**src/design/event_irq_pkg.sv**
```systemverilog
package event_irq_pkg;

  // --------------------------------------------------------------------
  // Clock and debounce times.
  // --------------------------------------------------------------------
  localparam real CLK_MHZ      = 200.0;  // Core clock rate in MHz.
  localparam real LOWV_DEB_MS  = 3.9;    // Low supply debounce in ms.
  localparam real BTN_DEB_MS   = 31.25;  // Button debounce in ms.
  localparam real TEMP_DEB_MS  = 3.9;    // Temperature debounce in ms.
  localparam real OC_DEB_MS    = 8.0;    // Overcurrent and fuse debounce in ms.
  // Least times round up; the small offset absorbs floating point noise.
  localparam int  LOWV_DEB_CYC = int'($ceil(LOWV_DEB_MS * CLK_MHZ * 1000.0 - 0.001));
  localparam int  BTN_DEB_CYC  = int'($ceil(BTN_DEB_MS * CLK_MHZ * 1000.0 - 0.001));
  localparam int  TEMP_DEB_CYC = int'($ceil(TEMP_DEB_MS * CLK_MHZ * 1000.0 - 0.001));
  localparam int  OC_DEB_CYC   = int'($ceil(OC_DEB_MS * CLK_MHZ * 1000.0 - 0.001));

  // --------------------------------------------------------------------
  // Register offsets.
  // --------------------------------------------------------------------
  localparam logic [7:0] EVENT_STATUS_A_OFS = 8'h05;
  localparam logic [7:0] EVENT_MASK_A_OFS   = 8'h06;
  localparam logic [7:0] EVENT_LEVEL_A_OFS  = 8'h07;
  localparam logic [7:0] EVENT_STATUS_B_OFS = 8'h08;
  localparam logic [7:0] EVENT_MASK_B_OFS   = 8'h09;
  localparam logic [7:0] EVENT_LEVEL_B_OFS  = 8'h0A;
  localparam logic [7:0] EVENT_STATUS_C_OFS = 8'h0E;
  localparam logic [7:0] EVENT_MASK_C_OFS   = 8'h0F;
  localparam logic [7:0] EVENT_LEVEL_C_OFS  = 8'h10;
  localparam logic [7:0] EVENT_STATUS_D_OFS = 8'h11;
  localparam logic [7:0] EVENT_MASK_D_OFS   = 8'h12;
  localparam logic [7:0] EVENT_LEVEL_D_OFS  = 8'h13;

  // --------------------------------------------------------------------
  // Event indices and field positions.
  // --------------------------------------------------------------------
  localparam int NUM_EV      = 14;  // Debounced events.
  localparam int NUM_IN      = 15;  // Synchronised inputs, events plus supply pin.
  localparam int EV_BUTTON   = 0;   // Button, both edges.
  localparam int EV_LOW_SUP  = 1;   // Low supply, active when below threshold.
  localparam int EV_TEMP_LO  = 2;   // First of four temperature trips.
  localparam int EV_TEMP_HI  = 5;   // Last of four temperature trips.
  localparam int EV_BUCK_LO  = 6;   // First of five buck overloads.
  localparam int EV_BOOST    = 11;  // Boost overload.
  localparam int EV_FUSE     = 12;  // Fuse memory error.
  localparam int EV_LDO_ONE  = 13;  // First linear regulator overload.
  localparam int IN_PROG_SUP = 14;  // Programming supply level, no event.
  localparam int PROG_SUP_BIT = 7;  // Position of supply level in level A.
  localparam int FUSE_BIT     = 7;  // Position of fuse error in group C.

  // --------------------------------------------------------------------
  // Reset values.
  // --------------------------------------------------------------------
  localparam logic [NUM_EV-1:0] STATUS_RST   = '0;
  localparam logic [NUM_EV-1:0] MASK_RST     = '1;
  localparam logic [1:0]        MASK_B_RSV_RST = 2'h3;

  // Raw event inputs; bit order matches the event indices.
  typedef struct packed {
    logic       prog_supply_pin;  // High when tied to the core supply.
    logic       ldo_one_oc;       // Linear regulator above current limit.
    logic       fuse_error;       // One or two bit fuse error found.
    logic       boost_oc;         // Boost above current limit.
    logic [4:0] buck_oc;          // Bucks 1A, 1B, 2, 3A, 3B, low bit first.
    logic [3:0] temp_trip;        // Above 110, 120, 125, 130 degrees.
    logic       supply_ok;        // High while input supply is above threshold.
    logic       power_button_in;  // Button pin level.
  } event_in_t;

  // Register port from the serial protocol engine.
  typedef struct packed {
    logic       wr_en;  // One-cycle write strobe.
    logic       rd_en;  // One-cycle read strobe.
    logic [7:0] addr;   // Register offset.
    logic [7:0] wdata;  // Write data.
  } reg_req_t;

endpackage

```
**src/design/event_irq_ctrl.sv**
```systemverilog
module event_irq_ctrl #(
  parameter int LOWV_CYC = event_irq_pkg::LOWV_DEB_CYC,  // Low supply debounce.
  parameter int BTN_CYC  = event_irq_pkg::BTN_DEB_CYC,   // Button debounce.
  parameter int TEMP_CYC = event_irq_pkg::TEMP_DEB_CYC,  // Temperature debounce.
  parameter int OC_CYC   = event_irq_pkg::OC_DEB_CYC     // Overcurrent debounce.
) (
  input  wire logic                    clk,
  input  wire logic                    rst_b,
  input  wire event_irq_pkg::event_in_t ev_in,
  input  wire logic [1:0]              button_debounce_sel,
  input  wire event_irq_pkg::reg_req_t reg_req,
  output logic [7:0]                   reg_rdata,
  output logic                         irq_out_n
);
  import event_irq_pkg::*;

  // --------------------------------------------------------------------
  // State.
  // --------------------------------------------------------------------
  logic [NUM_IN-1:0] s1_r, s2_r, s3_r;        // Three-stage input synchroniser.
  logic [NUM_IN-1:0] lvl_r, lvl_nxt;          // Agreed live levels.
  logic [NUM_EV-1:0] seen_r, seen_nxt;        // Input has settled once.
  logic [NUM_EV-1:0] deb_r, deb_nxt;          // Debounced levels.
  logic [31:0]       cnt_r [NUM_EV];          // Stability counters.
  logic [31:0]       cnt_nxt [NUM_EV];
  logic [NUM_EV-1:0] set_ev;                  // One-cycle event pulses.
  logic [NUM_EV-1:0] st_r, st_nxt;            // Latched flags.
  logic [NUM_EV-1:0] mk_r, mk_nxt;            // Mask bits.
  logic [1:0]        mkrsv_r, mkrsv_nxt;      // Reserved mask B bits 2 and 6.
  logic [7:0]        rdata_r, rdata_nxt;      // Read data register.
  logic              irq_n_r, irq_n_nxt;      // Interrupt pin register.
  logic [NUM_IN-1:0] raw;                     // Inputs with low supply inverted.
  logic [2:0]        warm_r, warm_nxt;        // Fills with ones as the synchroniser primes.

  // Low supply is carried as "below threshold" so that its level reads 1 when low.
  assign raw = {ev_in[NUM_IN-1:2], ~ev_in.supply_ok, ev_in.power_button_in};

  // --------------------------------------------------------------------
  // Helper functions.
  // --------------------------------------------------------------------
  // Places five regulator bits at 0, 1, 3, 4, 5 of a group B byte.
  function automatic logic [7:0] pack_b(input logic [4:0] v);
    pack_b = {2'b00, v[4:2], 1'b0, v[1:0]};
  endfunction

  // Pulls the five regulator bits out of a group B byte.
  function automatic logic [4:0] unpack_b(input logic [7:0] d);
    unpack_b = {d[5:3], d[1:0]};
  endfunction

  // Stability time for event i entering level rise under the given select.
  function automatic logic [31:0] deb_limit(input int i, input logic rise,
                                            input logic [1:0] sel);
    logic [31:0] base;
    // Overcurrent and fuse events take the plain long time.
    base = 32'(OC_CYC);
    if (i == EV_BUTTON) begin
      base = rise ? 32'(BTN_CYC) : (32'(BTN_CYC) << sel);
    end else if (i == EV_LOW_SUP) begin
      base = rise ? (32'(LOWV_CYC) << sel) : 32'(LOWV_CYC);
    end else if (i >= EV_TEMP_LO && i <= EV_TEMP_HI) begin
      base = 32'(TEMP_CYC);
    end
    deb_limit = base;
  endfunction

  // Whether a debounced transition of event i sets its flag.
  function automatic logic fires(input int i, input logic rise);
    fires = rise || i == EV_BUTTON || (i >= EV_TEMP_LO && i <= EV_TEMP_HI);
  endfunction

  // --------------------------------------------------------------------
  // Synchroniser and debounce.
  // --------------------------------------------------------------------
  // A level counts once the second and third stages agree.
  always_comb begin
    lvl_nxt  = lvl_r;
    seen_nxt = seen_r;
    deb_nxt  = deb_r;
    set_ev   = '0;
    // One more stage of ones each edge; full once the third stage holds a pin sample.
    warm_nxt = {warm_r[1:0], 1'b1};
    for (int i = 0; i < NUM_IN; i++) begin
      if (s2_r[i] == s3_r[i]) begin
        lvl_nxt[i] = s3_r[i];
      end
    end
    // Second pass: time each event's stability against its limit.
    for (int i = 0; i < NUM_EV; i++) begin
      // Counters idle at zero whenever the level agrees.
      cnt_nxt[i] = '0;
      // Reset-state stages would otherwise look settled and turn a pin held high into an event.
      if (s2_r[i] == s3_r[i] && warm_r[2]) begin
        seen_nxt[i] = 1'b1;
      end
      if (!seen_r[i]) begin
        // Adopt the first settled level quietly so reset raises no event.
        deb_nxt[i] = lvl_nxt[i];
      end else if (lvl_r[i] != deb_r[i]) begin
        // Level differs from the accepted one: time its stability.
        if (cnt_r[i] >= deb_limit(i, lvl_r[i], button_debounce_sel) - 32'd1) begin
          deb_nxt[i] = lvl_r[i];
          set_ev[i]  = fires(i, lvl_r[i]);
        end else begin
          cnt_nxt[i] = cnt_r[i] + 32'd1;
        end
      end
    end
  end

  // Registers the synchroniser, levels and debounce state.
  always_ff @(posedge clk or negedge rst_b) begin
    if (!rst_b) begin
      s1_r   <= '0;
      s2_r   <= '0;
      s3_r   <= '0;
      lvl_r  <= '0;
      seen_r <= '0;
      deb_r  <= '0;
      warm_r <= '0;
      for (int i = 0; i < NUM_EV; i++) begin
        cnt_r[i] <= '0;
      end
    end else begin
      s1_r   <= raw;
      s2_r   <= s1_r;
      s3_r   <= s2_r;
      lvl_r  <= lvl_nxt;
      seen_r <= seen_nxt;
      deb_r  <= deb_nxt;
      warm_r <= warm_nxt;
      for (int i = 0; i < NUM_EV; i++) begin
        cnt_r[i] <= cnt_nxt[i];
      end
    end
  end

  // --------------------------------------------------------------------
  // Register file and interrupt pin.
  // --------------------------------------------------------------------
  // Applies writes, latches events and forms read data and the pin.
  always_comb begin
    logic [NUM_EV-1:0] clr;
    clr       = '0;
    mk_nxt    = mk_r;
    mkrsv_nxt = mkrsv_r;
    rdata_nxt = rdata_r;
    // Writes: status bits clear on a one, masks load, other offsets are ignored.
    if (reg_req.wr_en) begin
      case (reg_req.addr)
        EVENT_STATUS_A_OFS: clr[EV_TEMP_HI:0] = reg_req.wdata[5:0];
        EVENT_MASK_A_OFS: begin
          mk_nxt[EV_TEMP_HI:0] = reg_req.wdata[5:0];
        end
        EVENT_STATUS_B_OFS: clr[EV_BOOST-1:EV_BUCK_LO] = unpack_b(reg_req.wdata);
        EVENT_MASK_B_OFS: begin
          mk_nxt[EV_BOOST-1:EV_BUCK_LO] = unpack_b(reg_req.wdata);
          mkrsv_nxt = {reg_req.wdata[6], reg_req.wdata[2]};
        end
        EVENT_STATUS_C_OFS: begin
          clr[EV_BOOST] = reg_req.wdata[0];
          clr[EV_FUSE]  = reg_req.wdata[FUSE_BIT];
        end
        EVENT_MASK_C_OFS: begin
          mk_nxt[EV_BOOST] = reg_req.wdata[0];
          mk_nxt[EV_FUSE]  = reg_req.wdata[FUSE_BIT];
        end
        EVENT_STATUS_D_OFS: clr[EV_LDO_ONE] = reg_req.wdata[0];
        EVENT_MASK_D_OFS:   mk_nxt[EV_LDO_ONE] = reg_req.wdata[0];
        default: clr = '0;  // Other offsets belong elsewhere; ignored.
      endcase
    end
    // A new event in the clearing cycle keeps its flag; flags latch regardless of mask.
    st_nxt = (st_r & ~clr) | set_ev;
    // Reads: the byte lands in the data register on the strobe's edge and then holds.
    if (reg_req.rd_en) begin
      case (reg_req.addr)
        EVENT_STATUS_A_OFS: rdata_nxt = {2'b00, st_r[EV_TEMP_HI:0]};
        EVENT_MASK_A_OFS:   rdata_nxt = {2'b00, mk_r[EV_TEMP_HI:0]};
        EVENT_LEVEL_A_OFS:  rdata_nxt = {lvl_r[IN_PROG_SUP], 1'b0, lvl_r[EV_TEMP_HI:0]};
        EVENT_STATUS_B_OFS: rdata_nxt = pack_b(st_r[EV_BOOST-1:EV_BUCK_LO]);
        EVENT_MASK_B_OFS: begin
          rdata_nxt    = pack_b(mk_r[EV_BOOST-1:EV_BUCK_LO]);
          rdata_nxt[2] = mkrsv_r[0];
          rdata_nxt[6] = mkrsv_r[1];
        end
        EVENT_LEVEL_B_OFS:  rdata_nxt = pack_b(lvl_r[EV_BOOST-1:EV_BUCK_LO]);
        EVENT_STATUS_C_OFS: rdata_nxt = {st_r[EV_FUSE], 6'h00, st_r[EV_BOOST]};
        EVENT_MASK_C_OFS:   rdata_nxt = {mk_r[EV_FUSE], 6'h00, mk_r[EV_BOOST]};
        EVENT_LEVEL_C_OFS:  rdata_nxt = {lvl_r[EV_FUSE], 6'h00, lvl_r[EV_BOOST]};
        EVENT_STATUS_D_OFS: rdata_nxt = {7'h00, st_r[EV_LDO_ONE]};
        EVENT_MASK_D_OFS:   rdata_nxt = {7'h00, mk_r[EV_LDO_ONE]};
        EVENT_LEVEL_D_OFS:  rdata_nxt = {7'h00, lvl_r[EV_LDO_ONE]};
        default:            rdata_nxt = 8'h00;  // Unmapped offsets read zero.
      endcase
    end
    // Pin is low while any unmasked flag is pending.
    irq_n_nxt = ~|(st_nxt & ~mk_nxt);
  end

  // Registers flags, masks, read data and the interrupt pin.
  always_ff @(posedge clk or negedge rst_b) begin
    if (!rst_b) begin
      st_r    <= STATUS_RST;
      mk_r    <= MASK_RST;
      mkrsv_r <= MASK_B_RSV_RST;
      rdata_r <= 8'h00;
      irq_n_r <= 1'b1;
    end else begin
      st_r    <= st_nxt;
      mk_r    <= mk_nxt;
      mkrsv_r <= mkrsv_nxt;
      rdata_r <= rdata_nxt;
      irq_n_r <= irq_n_nxt;
    end
  end

  // Both outputs come straight from flip-flops.
  assign reg_rdata = rdata_r;
  assign irq_out_n = irq_n_r;

endmodule

```
**config.mk**
```make
export PLATFORM = sky130hd
export DESIGN_NAME = event_irq_ctrl
export DESIGN_NICKNAME = d
export VERILOG_FILES = /design/src/design/event_irq_pkg.sv /design/src/design/event_irq_ctrl.sv
export SDC_FILE = /design/constraint.sdc
export NUM_CORES = 1
export LEC_CHECK = 0
export ABC_CLOCK_PERIOD_IN_PS = 9300
export BUFFER_PORTS_ARGS = -buffer_cell sky130_fd_sc_hd__buf_2
export CAP_MARGIN = 10
export CORE_UTILIZATION = 45
export DETAILED_ROUTE_END_ITERATION = 10
export GPL_TIMING_DRIVEN = 1
export PLACE_DENSITY = 0.61
export SLEW_MARGIN = 5
export SYNTH_ARGS = -nofsm -noshare
export SYNTH_HDL_FRONTEND = slang
export SYNTH_SLANG_ARGS = --single-unit
export TNS_END_PERCENT = 20
```
**constraint.sdc**
```tcl
create_clock -name clk -period 9.3 [get_ports clk]
set_clock_uncertainty 0.2 [all_clocks]
set_input_delay 0.465 -clock clk [delete_from_list [all_inputs] [get_ports clk]]
set_output_delay 0.465 -clock clk [all_outputs]
set_load 0.02 [all_outputs]
```
==> results.md, run 1 <==
- Run status: finished, final reports clean
- Count of final max-slew check failures: 0
- Clock tree root buffer cell: clkbuf_16
- Total number of vias: ~16000
- Synthesized instance count: about 2300
- Endpoint type of the worst setup path: register
- Max clock buf depth: 3
- Actual slew at the worst max-slew pin: around 1000 ps
- Max Clock Freq: around 0.23 GHz
- DRT antenna net count: 0
- Fin crit period: between 4000 and 5000 ps
- Most frequent cells in the layout: 561 x dfrtp_1, 401 x nor2_1, 161 x xor2_1
- Critical Setup Path Class: reg -> reg
- Total global-route track usage: 0.172
- Worst IR drop on VDD: between 200 and 250 uV
- Fillers: ~4700
- Worst slew slack as a fraction of its limit: 0.304
- Number of synthesized flops with an enable pin: 0
- Remaining global-route overflow: 0
- Number of endpoints with negative hold slack in the final report: 0
- Sequential fraction of the synthesis area: 0.587
- Class of the tightest hold or removal check: in -> reg
- Syn. warnings: 0
- Cts bufs inserted: 60
- Leak: 12.1 nW
- Clock transition time at the flip-flop clock pins of the worst setup and hold paths: about 60 ps
- Number of different library cells in the post-synthesis netlist: a little under 70
- Multi-input gate area in the final layout: 0.0103 mm^2
- Detailed-route vias per instance: approximately 5.0
- Placeable core region: ~0.054 mm^2
- Number of violations reported at the end of detailed-routing iteration 0: 956
- Type of element launching the critical path: register
- Clock latency reported for the late side of the worst-skew pair: ~630 ps
- First-pass GRT wire length: roughly 80000 um
- Final RePlAce weighted congestion: roughly 0.82
- Most instantiated flip-flop cell in the synthesis netlist: dfrtp_1
- Cell area after placement: 0.0262 mm^2
- Final standard cell area without fillers: roughly 0.029 mm^2
- Cell with the biggest individual delay on the critical path: nand3_1
- Post-CTS Resized: 0
- Final routed wirelength across all metal layers: between 40000 and 50000 um
- Top fanout value on the critical path: 27
- Initial DRT Pass Iterations: 4
- Cell area after synthesis: about 0.025 mm^2
- Antenna violations before repair: 4
- Starting density of the core: 0.456
- Unrepaired setup endpoints after global routing: false
- Share of the clock period used by the worst path after layout: 0.475
- Final setup violation count: 0
- Via count of the first global-routing pass: 16411
- Die area: approximately 0.056 mm^2
- Pwr dens: 188 mW/mm^2
- Peak per-stage delay on the critical path: roughly 830 ps
- CP Data Required Time: approximately 9600 ps
- Fraction of synthesis flops using an asynchronous set or reset pin: 1.00
- Hpwl dp: just over 30000 um
- Die height: between 200 and 250 um
- Count of maximum capacitance violations: 0
- Syn-to-layout area delta: 16.0%
- Number of I/O port buffers: between 40 and 50
- Die extent in x: about 240 um
- Worst path top cell family by delay: simple AND/OR/NAND/NOR gates
- Critical Path AT: approximately 4700 ps
- Register area: ~0.014 mm^2
- Routed length per instance: between 10 and 15 um
- CP Cell Sequence: or2_2 > inv_1 > ha_1 > nor4b_1 > xnor2_1 > nor2_1 > ha_1 > nand2_1 > nor4_1 > o21ai_0 > nand4b_1 > a21oi_1 > nand3_1 > nor2_1
- # IOs: 46
- Avg Synthesized Cell Area: approximately 11 um^2
- Setup TNS: 0 ps
- CP bufs+invs: 1
- Flip-flop and latch count after synthesis: 578
- Ratio of cells with drive above 1 in the final layout: 0.0792
- Clock tree from TritonCTS: built
- Residual DRC count: 0
- Nets@finish: around 2600
- Maximum level of the CTS H-tree: 2
- Sinks on Clock Net: approximately 580
- Most common library cell in the layout ignoring fill and taps: dfrtp_1
- Standard-cell row count: 85
- Largest net degree at the start of global routing: about 170
==> synth_stat cells, types with 7 or more instances <==
| cell | count | share of area |
|---|---|---|
| mux2_2 | 17 | 0.0078 |
| a31oi_1 | 10 | 0.0025 |
| nor2b_1 | 7 | 0.0018 |
| dfrtp_1 | 561 | 0.57 |
| nand4_1 | 60 | 0.015 |
| nor3_1 | 28 | 0.0057 |
| mux2i_1 | 21 | 0.0085 |
| ha_1 | 59 | 0.030 |
| dfstp_2 | 17 | 0.018 |
| nand3_1 | 142 | 0.029 |
| nand2_1 | 140 | 0.021 |
| or2_2 | 7 | 0.0018 |
| or3_1 | 25 | 0.0063 |
| nor2_1 | 401 | 0.061 |
| xor2_1 | 161 | 0.057 |
| nor4_1 | 45 | 0.011 |
| o21ai_0 | 47 | 0.0095 |
| a41oi_1 | 10 | 0.0036 |
| xnor2_1 | 114 | 0.040 |
| clkbuf_1 | 39 | 0.0059 |
| nand2b_1 | 11 | 0.0028 |
| and3_1 | 37 | 0.0094 |
| and4_1 | 22 | 0.0078 |
| a21oi_1 | 65 | 0.013 |
| and2_1 | 16 | 0.0041 |
| a21o_1 | 20 | 0.0061 |
| inv_1 | 67 | 0.010 |
| a211oi_1 | 9 | 0.0027 |
| maj3_1 | 15 | 0.0061 |
==> stage by stage <==
stage | std cells | power [W] | util | hold WS [ps] | setup slack (ps)
detailed placement | 3110 | 0.00285 | 0.485 | 135 | 4500
CTS | 3248 | 0.00545 | 0.529 | 3.66 | 4860
floorplan | 2410 | 0.00274 | - | -30.6 | 5740
global route | 3249 | 0.00558 | 0.529 | 29.3 | 4410
global placement | 3110 | 0.00284 | 0.485 | 133 | 4640
finish | 3250 | 0.00536 | 0.529 | 66.6 | 4880
==> path summary, 6_finish.rpt <==
path                                  from         end  slack, ps  depth (start not counted)
worst max-delay path              lvl_r[0]  cnt_r[439]       4880                         14
worst min-delay path            reg_req[0]    mk_r[13]         70                          2
worst max register to register    lvl_r[0]  cnt_r[439]       4880                         14
worst min register to register     s1_r[4]     s2_r[4]        140                          0
max in group asynchronous            rst_b    deb_r[9]       6290                          4
min in group asynchronous            rst_b  cnt_r[262]        300                          2
==> layer usage <==
layer / wire length (um) / part of all wire / GRT usage / vias up
met3: 1750 / 0.038 / 0.0344 / 68
li1: - / - / - / 8070
met2: 20900 / 0.45 / 0.271 / 209
met4: 859 / 0.019 / 0.0432 / 6
met1: 22500 / 0.49 / 0.245 / 7992
met5: 39 / 0.00085 / 0 / -
==> power by group <==
| part | leakage [nW] | switching [W] | internal [W] |
|---|---|---|---|
| combinational | 3.66 | 0.000122 | 0.0000652 |
| sequential | 7.34 | 0.0000388 | 0.00258 |
| clock | 1.06 | 0.000989 | 0.00157 |
==> sequential cells by signal (all words and copies together) (netlist names), 2 cells and up <==
signal,flops
st_r,14
lvl_r,15
s2_r,15
s1_r,15
s3_r,15
seen_r,14
warm_r,3
mk_r,14
reg_rdata,8
cnt_r,448
mkrsv_r,2
deb_r,14
==> final cells by class <==
type,instances,area share
sequential,578,0.506
timing repair buffer,74,0.0188
clock buffer,90,0.0620
clock inverter,24,0.0134
antenna,2,0.000175
multi-input combinational,1719,0.360
tap,696,0.0304
inverter,67,0.00879
==> what timing repair did <==
action,4_1_cts,5_1_grt
hold buffers,24,0
buffers inserted,0,0
endpoints found under the hold margin,127,0
==> logic make-up after synthesis <==
logic type | count (synthesis) | share of synthesized area
muxes | 43 | 0.0196
other | 2 | 0.000305
and+or+nand+nor | 969 | 0.188
buffers and inverters | 113 | 0.0179
DFF | 578 | 0.587
adders and majority gates | 74 | 0.0360
AOI/OAI and AO/OA | 206 | 0.0531
xor gates and xnor gates | 275 | 0.0977
(Power assumes the default switching activity.)
==> run 2, diff against run 1 <==
--- a/config.mk
+++ b/config.mk
@@ -5,13 +5,14 @@
 export SDC_FILE = /design/constraint.sdc
 export NUM_CORES = 1
 export LEC_CHECK = 0
-export ABC_CLOCK_PERIOD_IN_PS = 9300
+export ABC_AREA = 1
+export ABC_CLOCK_PERIOD_IN_PS = 3900
 export BUFFER_PORTS_ARGS = -buffer_cell sky130_fd_sc_hd__buf_2
 export CAP_MARGIN = 10
 export CORE_UTILIZATION = 45
 export DETAILED_ROUTE_END_ITERATION = 10
 export GPL_TIMING_DRIVEN = 1
-export PLACE_DENSITY = 0.61
+export PLACE_DENSITY = 0.64
 export SLEW_MARGIN = 5
 export SYNTH_ARGS = -nofsm -noshare
 export SYNTH_HDL_FRONTEND = slang
==> constraint.sdc (replaced) <==
create_clock -name clk -period 3.9 [get_ports clk]
set_clock_uncertainty 0.2 [all_clocks]
set_input_delay 0.195 -clock clk [delete_from_list [all_inputs] [get_ports clk]]
set_output_delay 0.195 -clock clk [all_outputs]
set_load 0.02 [all_outputs]
==> run 2 against run 1 <==
Core utilization up 0.81 points. Sequential share of layout area down 3.0 points. Count of clock-buffer cells in the layout up 5. First-iteration DRC count up 25%. Synthesized cell count up 28%. Register-to-register slack worse by 4400 ps. Non-clock buffer count up 41. Final cell count up 23%. Flip-flop and latch count unchanged. Die area up 5.1%. Combinational power rose to 3.6 times the previous value. Hold slack worse by 5.5 ps. Critical path type unchanged.
==> results.md, run 2 <==
- Run status: finished, final reports clean
- Largest net degree at the start of global routing: about 110
- DRT antenna net count: 0
- Total global-route track usage: 0.179
- Class of the tightest hold or removal check: in -> async
- Die height: 242 um
- Die area: a little under 0.06 mm^2
- Max Clock Freq: about 0.29 GHz
- Cts bufs inserted: 61
- Remaining global-route overflow: 0
- Flip-flop and latch count after synthesis: around 580
- Sinks on Clock Net: between 500 and 600
- Endpoint type of the worst setup path: register
- Worst reg2reg path depth: 17
- Cell area after synthesis: between 0.02 and 0.03 mm^2
- # IOs: 46
- Standard-cell row count: 87
- Fraction of synthesis flops using an asynchronous set or reset pin: 1.00
- Number of different library cells in the post-synthesis netlist: 60
- Most frequent cells in the layout: 571 x nand2_1, 561 x dfrtp_1, 457 x nor2_1
- Type of element launching the critical path: register
- Reg-to-reg critical path endpoint: cnt_r[429]
- Maximum level of the CTS H-tree: 2
- Top fanout value on the critical path: 19
- Critical Path AT: roughly 3700 ps
- Cell taking the most area after synthesis: dfrtp_1
- Clock tree root buffer cell: clkbuf_16
- Pre-CTS setup slack: between 200 and 300 ps
- Count of final max-slew check failures: 0
- Unrepaired setup endpoints after global routing: false
- Syn-to-layout area delta: 17.4%
- Total power after layout: approximately 0.013 W
- Setup Fix Bufs, Post-CTS: 0
- Nets@finish: between 3000 and 4000
- Final RePlAce weighted congestion: between 0.8 and 0.9
- Post-layout utilization of the core: 0.537
- Count of maximum capacitance violations: 0
- Die extent in x: ~240 um
- Ratio of cells with drive above 1 in the final layout: 0.0807
- Total number of vias: 19363
- Number of synthesized flops with an enable pin: 0
- Cells taking the most area after synthesis: dfrtp_1 54%, nand2_1 8.3%, nor2_1 6.6%, inv_1 5.1%, ha_1 2.8%
- Leak: 13.7 nW
- Most common library cell in the layout ignoring fill and taps: nand2_1
- Most frequently used cell type in the post-synthesis netlist: nand2_1
- Syn. warnings: 0
- Worst slew slack as a fraction of its limit: 0.386
- Post-synth top cells: 571 x nand2_1, 561 x dfrtp_1, 457 x nor2_1
- Post-layout worst setup margin: 504 ps
- Critical Setup Path Class: reg -> reg
- Worst IR drop on VDD: 349 uV
- Flip-flop count of the largest register after layout: 448
- Flop2flop setup slack: around 500 ps
- Sequential fraction of the synthesis area: 0.559
- Antenna violations before repair: 3
- CP Data Required Time: 4230 ps
- Detailed-route vias per instance: 4.83
- Max clock buf depth: 3
- Clock tree from TritonCTS: built
- Most instantiated flip-flop cell in the synthesis netlist: dfrtp_1
- Number of endpoints with negative hold slack in the final report: 0
- Most flop-heavy register: cnt_r
- Routed length per instance: around 13 um
- Final routed wirelength across all metal layers: between 50000 and 60000 um
- Avg Synthesized Cell Area: 8.95 um^2
- Share of the clock period used by the worst path after layout: 0.871
- Pwr dens: between 400 and 500 mW/mm^2
- Clock latency reported for the late side of the worst-skew pair: about 620 ps
- Placeable core region: 0.0566 mm^2
- Residual DRC count: 0
- Fin crit period: roughly 3400 ps
- Actual slew at the worst max-slew pin: ~920 ps
- First-pass GRT wire length: between 80000 and 90000 um
- Final setup violation count: 0
- Via count of the first global-routing pass: 19134
- Critical register-to-register path startpoint: lvl_r[0]
- Initial DRT Pass Iterations: 7
- Starting density of the core: 0.458
- Number of violations reported at the end of detailed-routing iteration 0: roughly 1200
- Clock transition time at the flip-flop clock pins of the worst setup and hold paths: roughly 60 ps
- Synthesized instance count: 2896
- Setup TNS: 0 ps
- Fraction of post-synthesis cell area in the top cell type by area: 0.542
- Hpwl dp: roughly 35000 um
- Number of I/O port buffers: 45
==> run 2: kinds of logic (layout without fill, tap and decap cells) <==
kind of cell,Yosys count,count (layout),synth area share
AOI/OAI and AO/OA,292,292,0.0643
buffers and inverters,397,599,0.0585
xor gates and xnor gates,118,118,0.0399
and+or+nand+nor,1448,1448,0.249
DFF,578,578,0.559
other,2,153,0.000290
muxes,1,1,0.000434
adders and majority gates,60,60,0.0289
==> run 2: layer usage <==
metal	global-route usage	vias to the layer above	share of wire	wire [um]
met2	0.297	278	0.47	23700
met1	0.238	9185	0.47	23500
met5	0	-	0.00071	36
met4	0.0557	6	0.023	1160
met3	0.0321	91	0.042	2130
li1	-	9803	-	-
==> run 2: worst max-delay path, cell delays in order, from the launching register on <==
cell and delay [ps]:
dfrtp_1 440, nor2_1 340, inv_1 110, ha_1 250, nand3_1 110, xor2_1 160
ha_1 250, nand2_1 60, inv_1 50, nand2_1 70, nand2_1 60, a21oi_1 120
nand2_1 70, nand2_1 110, nand3_2 350, inv_2 300, o21ai_0 120, a21oi_1 140
==> run 2: power by group <==
part / total, W / switching (W) / leakage (nW) / internal, W
clock: 0.00602 / 0.00237 / 1.05 / 0.00364
sequential: 0.00631 / 0.000114 / 7.35 / 0.00619
combinational: 0.000676 / 0.000429 / 5.34 / 0.000246
==> run 2: final cells by class <==
type | count | area [um^2]
tap | 756 | 946
clock buffer | 95 | 1890
sequential | 578 | 14500
inverter | 370 | 1390
clock inverter | 19 | 238
antenna | 1 | 2.50
multi-input combinational | 2071 | 10500
timing repair buffer | 115 | 991
fill | 5099 | 26200
==> run 2: worst max-delay path by stage <==
| stage | slack, ps | startpoint | to |
|---|---|---|---|
| CTS | 450 | lvl_r[0] | cnt_r[429] |
| global placement | 460 | button_debounce_sel[1] | cnt_r[431] |
| detailed placement | 280 | button_debounce_sel[1] | cnt_r[433] |
| floorplan | 1180 | button_debounce_sel[1] | cnt_r[423] |
| global route | 140 | lvl_r[0] | cnt_r[434] |
| finish | 500 | lvl_r[0] | cnt_r[429] |
==> run 2: repair_timing <==
action | CTS | global route
endpoints found under the hold margin | 149 | 0
setup endpoints to repair | 0 | 0
resized for setup | 0 | 0
hold buffers | 57 | 0
==> run 2: through the flow <==
step,hold slack [ps],area [um^2],std cells
final,61.1,30400,4005
after global routing,32.4,30400,4004
after CTS,16.1,30400,4004
after detailed placement,104,27700,3833
after global placement,103,27700,3833
after floorplan,-301,26500,3046
